[config.mk]
export PLATFORM = sky130hd
export DESIGN_NAME = x86_insn_decode_tail
export DESIGN_NICKNAME = d
export VERILOG_FILES = /design/src/verilog/insn_tail_pkg.sv /design/src/verilog/x86_insn_decode_tail.sv
export SDC_FILE = /design/constraint.sdc
export NUM_CORES = 1
export LEC_CHECK = 0
export BUFFER_PORTS_ARGS = -buffer_cell sky130_fd_sc_hd__clkbuf_2
export CAP_MARGIN = 0
export CELL_PAD_IN_SITES_DETAIL_PLACEMENT = 1
export CELL_PAD_IN_SITES_GLOBAL_PLACEMENT = 2
export CORE_MARGIN = 2
export CORE_UTILIZATION = 32
export CTS_BUF_LIST = sky130_fd_sc_hd__clkbuf_8 sky130_fd_sc_hd__clkbuf_16
export DETAILED_ROUTE_END_ITERATION = 6
export PLACE_DENSITY_LB_ADDON = 0.1
export SYNTH_ARGS = -nofsm -noshare
export SYNTH_HDL_FRONTEND = slang
export SYNTH_SLANG_ARGS = --single-unit
[constraint.sdc]
create_clock -name clk_sys -period 2.95 [get_ports clk_sys]
set_clock_uncertainty 0.2 [all_clocks]
set_input_delay 0.59 -clock clk_sys [delete_from_list [all_inputs] [get_ports clk_sys]]
set_output_delay 0.59 -clock clk_sys [all_outputs]
set_load 0.02 [all_outputs]
[src/verilog/insn_tail_pkg.sv]
// Constants, encodings and timing for the instruction decode tail.
package insn_tail_pkg;
    localparam logic [7:0] OP_TWO_BYTE = 8'h0F;
    localparam logic [7:0] OP_SET_CARRY = 8'hF9;
    localparam logic [7:0] OP_SET_DIR = 8'hFD;
    localparam logic [7:0] OP_SET_INT = 8'hFB;
    localparam logic [7:0] OP_FPU_WAIT = 8'h9B;
    localparam logic [7:0] OP2_SAVE_SEG = 8'h78;
    localparam logic [7:0] OP2_SAVE_LDT = 8'h7A;
    localparam logic [7:0] OP2_SAVE_TASK = 8'h7C;
    localparam logic [7:0] OP2_VERIFY = 8'h00;
    localparam logic [7:0] OP2_FLUSH = 8'h09;
    localparam logic [7:0] OP2_MSR_WRITE = 8'h30;
    localparam logic [6:0] OP2_EXCHANGE_ADD_INSN_HI = 7'h60;
    localparam logic [2:0] REG_VERIFY_RD = 3'h4;
    localparam logic [2:0] REG_VERIFY_WR = 3'h5;
    localparam logic [2:0] REG_SUB = 3'h5;
    localparam logic [2:0] REG_XOR = 3'h6;
    localparam logic [1:0] MOD_REG = 2'h3;
    localparam logic [7:0] VEC_INVALID_OP = 8'h06;
    localparam logic [7:0] VEC_STACK = 8'h0C;
    localparam logic [7:0] VEC_GEN_PROT = 8'h0D;
    localparam logic [16:0] REAL_SEG_LIMIT = 17'h0FFFF;
    localparam logic [7:0] CYC_SET_CARRY = 8'h01;
    localparam logic [7:0] CYC_SET_DIR = 8'h04;
    localparam logic [7:0] CYC_SET_INT = 8'h06;
    localparam logic [7:0] CYC_ALU = 8'h01;
    localparam logic [7:0] CYC_SAVE = 8'h14;
    localparam logic [7:0] CYC_SAVE_TASK = 8'h15;
    localparam logic [7:0] CYC_VERIFY = 8'h08;
    localparam logic [7:0] CYC_WAIT = 8'h01;
    localparam logic [7:0] CYC_FLUSH = 8'h17;
    localparam logic [7:0] CYC_MSR = 8'h01;
    localparam logic [7:0] CYC_SWAP = 8'h02;
    localparam logic [7:0] RST_COUNT = 8'h00;
    localparam logic [2:0] ALU_NONE = 3'h0;
    localparam logic [2:0] ALU_SUB = 3'h1;
    localparam logic [2:0] ALU_TEST = 3'h2;
    localparam logic [2:0] ALU_XOR = 3'h3;
    localparam logic [2:0] ALU_ADD = 3'h4;
endpackage

[src/verilog/x86_insn_decode_tail.sv]
// Decode and execution timing of the instruction tail of the integer core.
`timescale 1ns/100ps
module x86_insn_decode_tail
(
    input wire logic clk_sys,
    input wire logic sys_rst,
    input wire logic issue_valid,
    input wire logic [7:0] op_byte0,
    input wire logic [7:0] op_byte1,
    input wire logic [7:0] op_modrm,
    input wire logic [31:0] operand_a,
    input wire logic [31:0] operand_b,
    input wire logic operand_wide,
    input wire logic protected_mode,
    input wire logic [1:0] current_privilege,
    input wire logic [1:0] io_privilege,
    input wire logic smi_enabled,
    input wire logic [31:0] smm_region_reg,
    input wire logic smm_access_bit,
    input wire logic in_smi_handler,
    input wire logic [16:0] operand_end,
    input wire logic operand_is_mem,
    input wire logic operand_on_stack,
    input wire logic seg_readable,
    input wire logic seg_writable,
    input wire logic fpu_busy,
    input wire logic flush_done,
    input wire logic [5:0] flags_in,
    output logic busy,
    output logic done,
    output logic [5:0] flags_out,
    output logic flags_we,
    output logic int_enable_set,
    output logic direction_set,
    output logic [31:0] result,
    output logic result_we,
    output logic fault,
    output logic [7:0] fault_vector,
    output logic bus_lock,
    output logic flush_req,
    output logic msr_write,
    output logic save_req,
    output logic [1:0] save_kind
);
    import insn_tail_pkg::*;

    // Flag vector order: overflow, sign, zero, aux, parity, carry.
    localparam int FO = 5;
    localparam int FS = 4;
    localparam int FZ = 3;
    localparam int FA = 2;
    localparam int FC = 0;

    typedef enum logic [3:0] {
        ST_IDLE = 4'b0001,
        ST_RUN = 4'b0010,
        ST_WAIT_FPU = 4'b0100,
        ST_FLUSH = 4'b1000
    } state_t;

    typedef struct packed {
        state_t st;
        logic [7:0] cnt;
        logic busy;
        logic done;
        logic [5:0] flags;
        logic flags_we;
        logic int_set;
        logic dir_set;
        logic [31:0] res;
        logic res_we;
        logic fault;
        logic [7:0] vec;
        logic lock;
        logic flush;
        logic msr;
        logic save;
        logic [1:0] skind;
    } core_t;

    core_t cur_reg, cur_next;

    function automatic logic even_parity(input logic [7:0] v);
        even_parity = ~^v;
    endfunction

    function automatic logic [5:0] logic_flags(input logic [31:0] r,
                                               input logic w,
                                               input logic [5:0] f);
        logic [5:0] o;
        o = f;
        o[FO] = 1'b0;
        o[FC] = 1'b0;
        o[FS] = w ? r[31] : r[15];
        o[FZ] = w ? (r == 32'h00000000) : (r[15:0] == 16'h0000);
        o[1] = even_parity(r[7:0]);
        logic_flags = o;
    endfunction

    function automatic logic [5:0] arith_flags(input logic [31:0] a,
                                               input logic [31:0] b,
                                               input logic sub,
                                               input logic w);
        logic [32:0] s;
        logic [31:0] bb;
        logic [5:0] o;
        bb = sub ? ~b : b;
        s = {1'b0, a} + {1'b0, bb} + {32'h00000000, sub};
        o = logic_flags(s[31:0], w, 6'h00);
        if (w)
        begin
            o[FO] = (a[31] == bb[31]) && (s[31] != a[31]);
            o[FC] = s[32] ^ sub;
        end
        else
        begin
            o[FO] = (a[15] == bb[15]) && (s[15] != a[15]);
            o[FC] = (a[16] ^ bb[16] ^ s[16]) ^ sub;
        end
        o[FA] = a[4] ^ bb[4] ^ s[4] ^ sub;
        arith_flags = o;
    endfunction

    logic [2:0] rf;
    logic [1:0] md;
    logic two;
    logic [2:0] alu;
    logic [7:0] cyc;
    logic known;
    logic prot_only;
    logic smm_only;
    logic smm_ok;
    logic limit_bad;
    logic [31:0] alu_res;

    always_comb
    begin
        rf = op_modrm[5:3];
        md = op_modrm[7:6];
        two = (op_byte0 == OP_TWO_BYTE);
        alu = ALU_NONE;
        cyc = CYC_ALU;
        known = 1'b1;
        prot_only = 1'b0;
        smm_only = 1'b0;
        if (two)
        begin
            if (op_byte1 == OP2_SAVE_SEG || op_byte1 == OP2_SAVE_LDT)
            begin
                cyc = CYC_SAVE;
                smm_only = 1'b1;
            end
            else if (op_byte1 == OP2_SAVE_TASK)
            begin
                cyc = CYC_SAVE_TASK;
                smm_only = 1'b1;
            end
            else if (op_byte1 == OP2_VERIFY &&
                     (rf == REG_VERIFY_RD || rf == REG_VERIFY_WR))
            begin
                cyc = CYC_VERIFY;
                prot_only = 1'b1;
            end
            else if (op_byte1 == OP2_FLUSH)
                cyc = CYC_FLUSH;
            else if (op_byte1 == OP2_MSR_WRITE)
                cyc = CYC_MSR;
            else if (op_byte1[7:1] == OP2_EXCHANGE_ADD_INSN_HI)
            begin
                alu = ALU_ADD;
                cyc = CYC_SWAP;
            end
            else
                known = 1'b0;
        end
        else if (op_byte0 == OP_SET_CARRY)
            cyc = CYC_SET_CARRY;
        else if (op_byte0 == OP_SET_DIR)
            cyc = CYC_SET_DIR;
        else if (op_byte0 == OP_SET_INT)
            cyc = CYC_SET_INT;
        else if (op_byte0 == OP_FPU_WAIT)
            cyc = CYC_WAIT;
        else if (op_byte0[7:2] == 6'h0A || op_byte0[7:1] == 7'h16)
            alu = ALU_SUB;
        else if (op_byte0[7:2] == 6'h0C || op_byte0[7:1] == 7'h1A)
            alu = ALU_XOR;
        else if (op_byte0[7:2] == 6'h20 && rf == REG_SUB)
            alu = ALU_SUB;
        else if (op_byte0[7:2] == 6'h20 && rf == REG_XOR)
            alu = ALU_XOR;
        else if (op_byte0[7:1] == 7'h42 || op_byte0[7:1] == 7'h54 ||
                 (op_byte0[7:1] == 7'h7B && rf == 3'h0))
            alu = ALU_TEST;
        else if (op_byte0[7:1] == 7'h43 || op_byte0[7:3] == 5'h12)
            cyc = CYC_SWAP;
        else
            known = 1'b0;
        smm_ok = smi_enabled && (smm_region_reg != 32'h00000000) &&
                 (current_privilege == 2'h0) &&
                 (smm_access_bit || in_smi_handler);
        limit_bad = !protected_mode && operand_is_mem &&
                    (operand_end > REAL_SEG_LIMIT);
        unique case (alu)
            ALU_SUB: alu_res = operand_a - operand_b;
            ALU_ADD: alu_res = operand_a + operand_b;
            ALU_XOR: alu_res = operand_a ^ operand_b;
            ALU_TEST: alu_res = operand_a & operand_b;
            default: alu_res = 32'h00000000;
        endcase
    end

    always_comb
    begin
        cur_next = cur_reg;
        cur_next.done = 1'b0;
        cur_next.fault = 1'b0;
        cur_next.flags_we = 1'b0;
        cur_next.res_we = 1'b0;
        cur_next.int_set = 1'b0;
        cur_next.dir_set = 1'b0;
        cur_next.msr = 1'b0;
        cur_next.save = 1'b0;
        unique case (cur_reg.st)
            ST_IDLE:
            begin
                cur_next.lock = 1'b0;
                if (issue_valid && known)
                begin
                    cur_next.flags = flags_in;
                    cur_next.cnt = cyc - 8'h01;
                    cur_next.busy = 1'b1;
                    cur_next.st = ST_RUN;
                    if (prot_only && !protected_mode)
                    begin
                        cur_next.vec = VEC_INVALID_OP;
                        cur_next.fault = 1'b1;
                    end
                    else if (smm_only && !smm_ok)
                    begin
                        cur_next.vec = VEC_INVALID_OP;
                        cur_next.fault = 1'b1;
                    end
                    else if (!two && op_byte0 == OP_SET_INT &&
                             protected_mode &&
                             current_privilege > io_privilege)
                    begin
                        cur_next.vec = VEC_GEN_PROT;
                        cur_next.fault = 1'b1;
                    end
                    else if (limit_bad)
                    begin
                        cur_next.vec = operand_on_stack ? VEC_STACK
                                                        : VEC_GEN_PROT;
                        cur_next.fault = 1'b1;
                    end
                    if (cur_next.fault)
                    begin
                        cur_next.st = ST_IDLE;
                        cur_next.busy = 1'b0;
                        cur_next.done = 1'b1;
                    end
                    else
                    begin
                        if (two)
                        begin
                            if (smm_only)
                            begin
                                cur_next.save = 1'b1;
                                cur_next.skind = op_byte1[2:1];
                            end
                            if (op_byte1 == OP2_VERIFY)
                            begin
                                cur_next.flags[FZ] = (rf == REG_VERIFY_RD)
                                    ? seg_readable : seg_writable;
                                cur_next.flags_we = 1'b1;
                            end
                            if (op_byte1 == OP2_FLUSH)
                                cur_next.flush = 1'b1;
                            if (op_byte1 == OP2_MSR_WRITE)
                                cur_next.msr = 1'b1;
                        end
                        else if (op_byte0 == OP_SET_CARRY)
                        begin
                            cur_next.flags[FC] = 1'b1;
                            cur_next.flags_we = 1'b1;
                        end
                        else if (op_byte0 == OP_SET_DIR)
                            cur_next.dir_set = 1'b1;
                        else if (op_byte0 == OP_SET_INT)
                            cur_next.int_set = 1'b1;
                        else if (op_byte0 == OP_FPU_WAIT)
                            cur_next.st = ST_WAIT_FPU;
                        else if (alu == ALU_NONE && md != MOD_REG &&
                                 op_byte0[7:1] == 7'h43)
                            cur_next.lock = 1'b1;
                        if (alu == ALU_SUB || alu == ALU_ADD)
                        begin
                            cur_next.flags = arith_flags(operand_a,
                                operand_b, alu == ALU_SUB,
                                operand_wide);
                            cur_next.flags_we = 1'b1;
                        end
                        else if (alu != ALU_NONE)
                        begin
                            cur_next.flags = logic_flags(alu_res,
                                operand_wide, flags_in);
                            cur_next.flags_we = 1'b1;
                        end
                        cur_next.res = alu_res;
                        cur_next.res_we = (alu != ALU_NONE) &&
                                          (alu != ALU_TEST);
                        if (cyc == 8'h01 && cur_next.st == ST_RUN)
                        begin
                            cur_next.st = ST_IDLE;
                            cur_next.busy = 1'b0;
                            cur_next.done = 1'b1;
                        end
                    end
                end
            end
            ST_RUN:
            begin
                if (cur_reg.cnt <= 8'h01)
                begin
                    cur_next.cnt = RST_COUNT;
                    if (cur_reg.flush)
                        cur_next.st = ST_FLUSH;
                    else
                    begin
                        cur_next.st = ST_IDLE;
                        cur_next.busy = 1'b0;
                        cur_next.done = 1'b1;
                    end
                end
                else
                    cur_next.cnt = cur_reg.cnt - 8'h01;
            end
            ST_WAIT_FPU:
            begin
                if (!fpu_busy)
                begin
                    cur_next.st = ST_IDLE;
                    cur_next.busy = 1'b0;
                    cur_next.done = 1'b1;
                end
            end
            ST_FLUSH:
            begin
                if (flush_done)
                begin
                    cur_next.flush = 1'b0;
                    cur_next.st = ST_IDLE;
                    cur_next.busy = 1'b0;
                    cur_next.done = 1'b1;
                end
            end
            default:
                cur_next.st = ST_IDLE;
        endcase
    end

    always_ff @(posedge clk_sys or posedge sys_rst)
    begin
        if (sys_rst)
            cur_reg <= '{st: ST_IDLE, cnt: RST_COUNT, vec: 8'h00,
                         res: 32'h00000000, flags: 6'h00,
                         skind: 2'h0, default: 1'b0};
        else
            cur_reg <= cur_next;
    end

    assign busy = cur_reg.busy;
    assign done = cur_reg.done;
    assign flags_out = cur_reg.flags;
    assign flags_we = cur_reg.flags_we;
    assign int_enable_set = cur_reg.int_set;
    assign direction_set = cur_reg.dir_set;
    assign result = cur_reg.res;
    assign result_we = cur_reg.res_we;
    assign fault = cur_reg.fault;
    assign fault_vector = cur_reg.vec;
    assign bus_lock = cur_reg.lock;
    assign flush_req = cur_reg.flush;
    assign msr_write = cur_reg.msr;
    assign save_req = cur_reg.save;
    assign save_kind = cur_reg.skind;

    // ----------------------------------------------------------------
    // Checks
    // ----------------------------------------------------------------
    property p_carry;
        @(posedge clk_sys) disable iff (sys_rst)
        (issue_valid && !busy && op_byte0 == OP_SET_CARRY) |=>
            done && flags_we && flags_out[FC] &&
            flags_out[5:1] == $past(flags_in[5:1]);
    endproperty
    a_carry: assert property (p_carry)
        else $error("set carry wrong");

    property p_dir;
        @(posedge clk_sys) disable iff (sys_rst)
        (issue_valid && !busy && op_byte0 == OP_SET_DIR) |=>
            direction_set ##1 !done [*2] ##1 done;
    endproperty
    a_dir: assert property (p_dir)
        else $error("set direction timing wrong");

    property p_int;
        @(posedge clk_sys) disable iff (sys_rst)
        (issue_valid && !busy && op_byte0 == OP_SET_INT &&
         !(protected_mode && current_privilege > io_privilege)) |=>
            int_enable_set ##5 done;
    endproperty
    a_int: assert property (p_int)
        else $error("set interrupt timing wrong");

    property p_int_fault;
        @(posedge clk_sys) disable iff (sys_rst)
        (issue_valid && !busy && op_byte0 == OP_SET_INT && protected_mode &&
         current_privilege > io_privilege) |=>
            fault && fault_vector == VEC_GEN_PROT && !int_enable_set;
    endproperty
    a_int_fault: assert property (p_int_fault)
        else $error("privilege fault missing");

    property p_smm;
        @(posedge clk_sys) disable iff (sys_rst)
        (issue_valid && !busy && two && smm_only && !smm_ok) |=>
            fault && fault_vector == VEC_INVALID_OP && !save_req;
    endproperty
    a_smm: assert property (p_smm)
        else $error("save instruction not refused");

    property p_task;
        @(posedge clk_sys) disable iff (sys_rst)
        (issue_valid && !busy && two && op_byte1 == OP2_SAVE_TASK &&
         smm_ok && !limit_bad) |=> save_req ##20 done;
    endproperty
    a_task: assert property (p_task)
        else $error("task save timing wrong");

    property p_real_prot;
        @(posedge clk_sys) disable iff (sys_rst)
        (issue_valid && !busy && prot_only && !protected_mode) |=>
            fault && fault_vector == VEC_INVALID_OP;
    endproperty
    a_real_prot: assert property (p_real_prot)
        else $error("protected-only not refused");

    property p_test;
        @(posedge clk_sys) disable iff (sys_rst)
        (issue_valid && !busy && alu == ALU_TEST && !limit_bad) |=>
            done && !result_we && !flags_out[FO] && !flags_out[FC];
    endproperty
    a_test: assert property (p_test)
        else $error("test wrote result");

    property p_lock;
        @(posedge clk_sys) disable iff (sys_rst)
        (issue_valid && !busy && op_byte0[7:1] == 7'h43 &&
         md != MOD_REG && !limit_bad) |=> bus_lock [*2];
    endproperty
    a_lock: assert property (p_lock)
        else $error("lock not held");

    property p_limit;
        @(posedge clk_sys) disable iff (sys_rst)
        (issue_valid && !busy && known && !prot_only && !smm_only &&
         limit_bad && !(op_byte0 == OP_SET_INT && !two && protected_mode))
        |=> fault && fault_vector == ($past(operand_on_stack) ?
                                      VEC_STACK : VEC_GEN_PROT);
    endproperty
    a_limit: assert property (p_limit)
        else $error("limit fault wrong");
endmodule

==> results_dict.tcl <==
set metrics [dict create \
    grt_pass1_wl_um 74360 \
    slowest_stage "or4b_4" \
    cts.clk_slew.worst_paths_ns 0.05 \
    routed_wl_um 52100 \
    required_ns 3.02 \
    dr_total_vias 13340 \
    end_kind "flop" \
    cp_max_fo 5 \
    wl_per_cell_um 21.89 \
    cp.arrival_ns 5.51 \
    yosys-mux-area-fraction 0.006647 \
    power.leakage_nw 8.146 \
    drive_gt1_frac 0.5257 \
    postSynthAreaPerCell_um2 7.650 \
    via_per_inst 5.605 \
    dp_hpwl_um 38070 \
    start_kind "input port" \
    rsz0062_at_grt "true" \
    dr.pass1.iters 7 \
    syn-cell-area_um2 9976 \
    antenna_found_initial 1 \
    grt_max_degree 44 \
    cts.hold.buffers_added 0 \
    synth_seq_cells 67 \
    period_share 1.846 \
    hold_viol_final 0 \
    synth-warning-count 0 \
    yosys.area_share.simple 0.2196 \
    ys_async_sr_fraction 1.000 \
    max_freq_mhz 183.7 \
    ios 220 \
    n_antenna_cell 0 \
    placed_cells 2263 \
    hold_class "input port to async pin" \
    total_power_mw 6.446 \
    final_antenna_net_count 0 \
    synthDistinctLibCells 84 \
    clock_path_buffers 2 \
    cts_max_level 3 \
    critPathMaxStageDelay_ns 0.59 \
    failed_checks "DRC, setup timing" \
    multi_input_area_um2 9309 \
    layout.nets 2259 \
    synth_top_family_by_area "compound AO/OA/AOI/OAI gates" \
    worstPathCellList "buf_6, or4_4, nor3_4, or4b_4, o31ai_4, xnor2_2, ha_1, o211ai_1, o211ai_1, nand2_2, xnor2_1, a222oi_1, buf_4, ha_4, and4_4, nand2_4, nor4_4, and3b_2, nand4_1, or4_1, nand3_1" \
    final_max_slew_viol_count 0 \
    grt_pass1_vias 13630 \
    synth_ff_type "dfrtp_1" \
    track_usage 0.2839 \
    yosysSeqAreaShare 0.1682 \
    finalCriticalPeriod_ns 5.444 \
    place_congestion 0.9301 \
    dieArea_um2 32600 \
    vdd_drop_max_uv 252.6 \
    synth_cells 1304 \
    fillers 3660 \
    ff_latch_area_um2 1678 \
    relSlewSlack 0.4643 \
    drv_cap 0 \
    area_growth_pct 76.88 \
    io_buffers 196 \
    synth_compound_area_frac 0.2818 \
    cts_root_buffer "clkbuf_16" \
    outcome "finished with violations" \
    path_class "input port to flop" \
    layoutNonFillerInstCount 2380 \
    cts_tree "done" \
    cts_buffers 9 \
    core_region_area_um2 30670 \
    setup_ws_ns -2.494 \
    synth_xor_area_frac 0.1018 \
    row_count 64 \
    worst_pin_slew_ns 0.7924 \
    largest_register_ffs 32 \
    synthAdderAreaFrac 0.1483 \
    setup_viol 64 \
    drc_errors 4 \
    dr.first_iter.drc_count 631 \
    grt_overflow 0 \
    clock_sinks 67 \
    power_density_nw_per_um2 365.3 \
    clk_latency_ns 0.34 \
    die_w_um 180.6 \
    floorplan.initialDensity 0.3253 \
    post-place-ws_ns -3.008 \
    die_h_um 180.6 \
    synth_edf_count 0 \
    crit_path_frequent_cell "o211ai_1" \
]
cell families (layout without fill, tap and decap cells):
| logic type | count (synthesis) | after routing |
|---|---|---|
| buffers and inverters | 143 | 820 |
| multiplexers | 6 | 6 |
| AO/OA/AOI/OAI | 430 | 430 |
| XOR/XNOR | 116 | 116 |
| adder cells (fa/ha/maj) | 117 | 117 |
| flip-flops | 67 | 67 |
| AND/OR/NAND/NOR | 424 | 424 |
| other | 1 | 4 |
worst max-delay path, delay by kind of cell:
family / cells / cell delay [ns]
buffers and inverters: 2 / 0.32
xor gates and xnor gates: 2 / 0.30
AOI/OAI and AO/OA: 4 / 1.08
adders and majority gates: 2 / 0.46
and+or+nand+nor: 11 / 2.73
power by group:
part	internal, mW	total, mW	switching (mW)
Sequential	1.15	1.33	0.177
Clock	0.661	1.06	0.395
Combinational	1.88	4.06	2.18
cell usage after synthesis (all sizes together) (8+ instances only):
cell type | instances | area share
o21ai | 87 | 0.044
o21bai | 8 | 0.0060
nor4 | 19 | 0.013
nand2 | 95 | 0.036
dfrtp | 66 | 0.17
xor2 | 33 | 0.029
nor2b | 9 | 0.0056
a22oi | 10 | 0.0075
xnor2 | 83 | 0.073
nand3b | 10 | 0.0075
buf | 57 | 0.041
o21a | 10 | 0.0075
inv | 40 | 0.015
ha | 115 | 0.14
nand2b | 17 | 0.011
nor2 | 106 | 0.040
a31oi | 21 | 0.013
nor3b | 9 | 0.0068
or4 | 9 | 0.0068
and2 | 8 | 0.0050
nor3 | 40 | 0.021
and3 | 10 | 0.0063
o211ai | 16 | 0.013
a211oi | 11 | 0.0083
clkbuf | 45 | 0.017
a21oi | 137 | 0.069
or3 | 14 | 0.0088
o22ai | 8 | 0.0050
nand4 | 23 | 0.014
nand3 | 26 | 0.013
a22o | 10 | 0.0088
a222oi | 12 | 0.012
o31ai | 16 | 0.012
a21o | 16 | 0.012
placed cells by master (no fill, tap or decap), types with 11 or more instances in the layout:
master    Yosys  final
nor4_1       18     12
o21ai_2       0     17
a21oi_2       1     43
xnor2_2       0     11
nand2b_1     17     16
nand4_1      23     23
buf_4        49    493
dfrtp_1      66     66
o21ai_1      10     17
o21ai_0      77     46
inv_1        40     39
buf_6         0     65
ha_1        115    102
xnor2_1      83     70
nand3_1      26     23
a222oi_1     12     12
xor2_1       33     31
nand2_1      95     74
nor2_1      106     91
clkbuf_2      0    189
nor3_1       38     27
or3_1        14     12
a21o_1       16     16
a31oi_4       0     11
nand2_2       0     17
o211ai_1     14     14
a21oi_1     136     86
final cells by class:
| type | count | share of cell area |
|---|---|---|
| Timing Repair Buffer | 765 | 0.3245 |
| Sequential cell | 67 | 0.09509 |
| Tap cell | 396 | 0.02808 |
| Multi-Input combinational cell | 1097 | 0.5275 |
| Clock inverter | 4 | 0.002482 |
| Clock buffer | 10 | 0.01354 |
| Inverter | 41 | 0.008722 |
metrics by stage:
| stage | setup TNS (ns) | hold WS [ns] | utilization | cell area (um^2) |
|---|---|---|---|---|
| 3_5_place_dp | -88.34 | 0.2636 | 0.4787 | 14680 |
| 3_3_place_gp | -84.58 | 0.2563 | 0.4787 | 14680 |
| 2_1_floorplan | -51.84 | 0.2409 | - | 10320 |
| 5_1_grt | -73.33 | 0.1288 | 0.5754 | 17650 |
| 6_report | -66.15 | 0.09024 | 0.5754 | 17650 |
| 4_1_cts | -55.93 | 0.1024 | 0.5414 | 16600 |
worst paths after layout:
kind	startpoint	slack, ns	cells after the start	end
max	op_byte1[4]	-2.49	21	flags_out[3]$_DFFE_PP0P_
min	sys_rst	0.09	2	result[30]$_DFFE_PP0P_
max reg2reg	cur_reg[67]$_DFFE_PP1P_	-0.01	9	flags_out[3]$_DFFE_PP0P_
min reg2reg	save_kind[1]$_DFFE_PP0P_	0.28	2	save_kind[1]$_DFFE_PP0P_
max in group asynchronous	sys_rst	1.78	3	cur_reg[67]$_DFFE_PP1P_
min in group clk_sys	save_kind[1]$_DFFE_PP0P_	0.28	2	save_kind[1]$_DFFE_PP0P_
per-layer routing:
layer	GRT usage	wire length, um	vias to the layer above
met2	0.5020	25770	415
met4	0.06935	1829	2
li1	-	-	6213
met5	0	13	-
met1	0.3757	22260	6583
met3	0.01900	2227	128
what timing repair did:
| item | CTS | global route |
|---|---|---|
| endpoints found under the setup margin | 66 | 67 |
| buffers inserted | 69 | 52 |
| endpoints found under the hold margin | 0 | 0 |
| resized for setup | 234 | 156 |
| pin swaps | 121 | 99 |
| cloned | 2 | 1 |
Note: power is estimated with default switching activity, not from simulation.
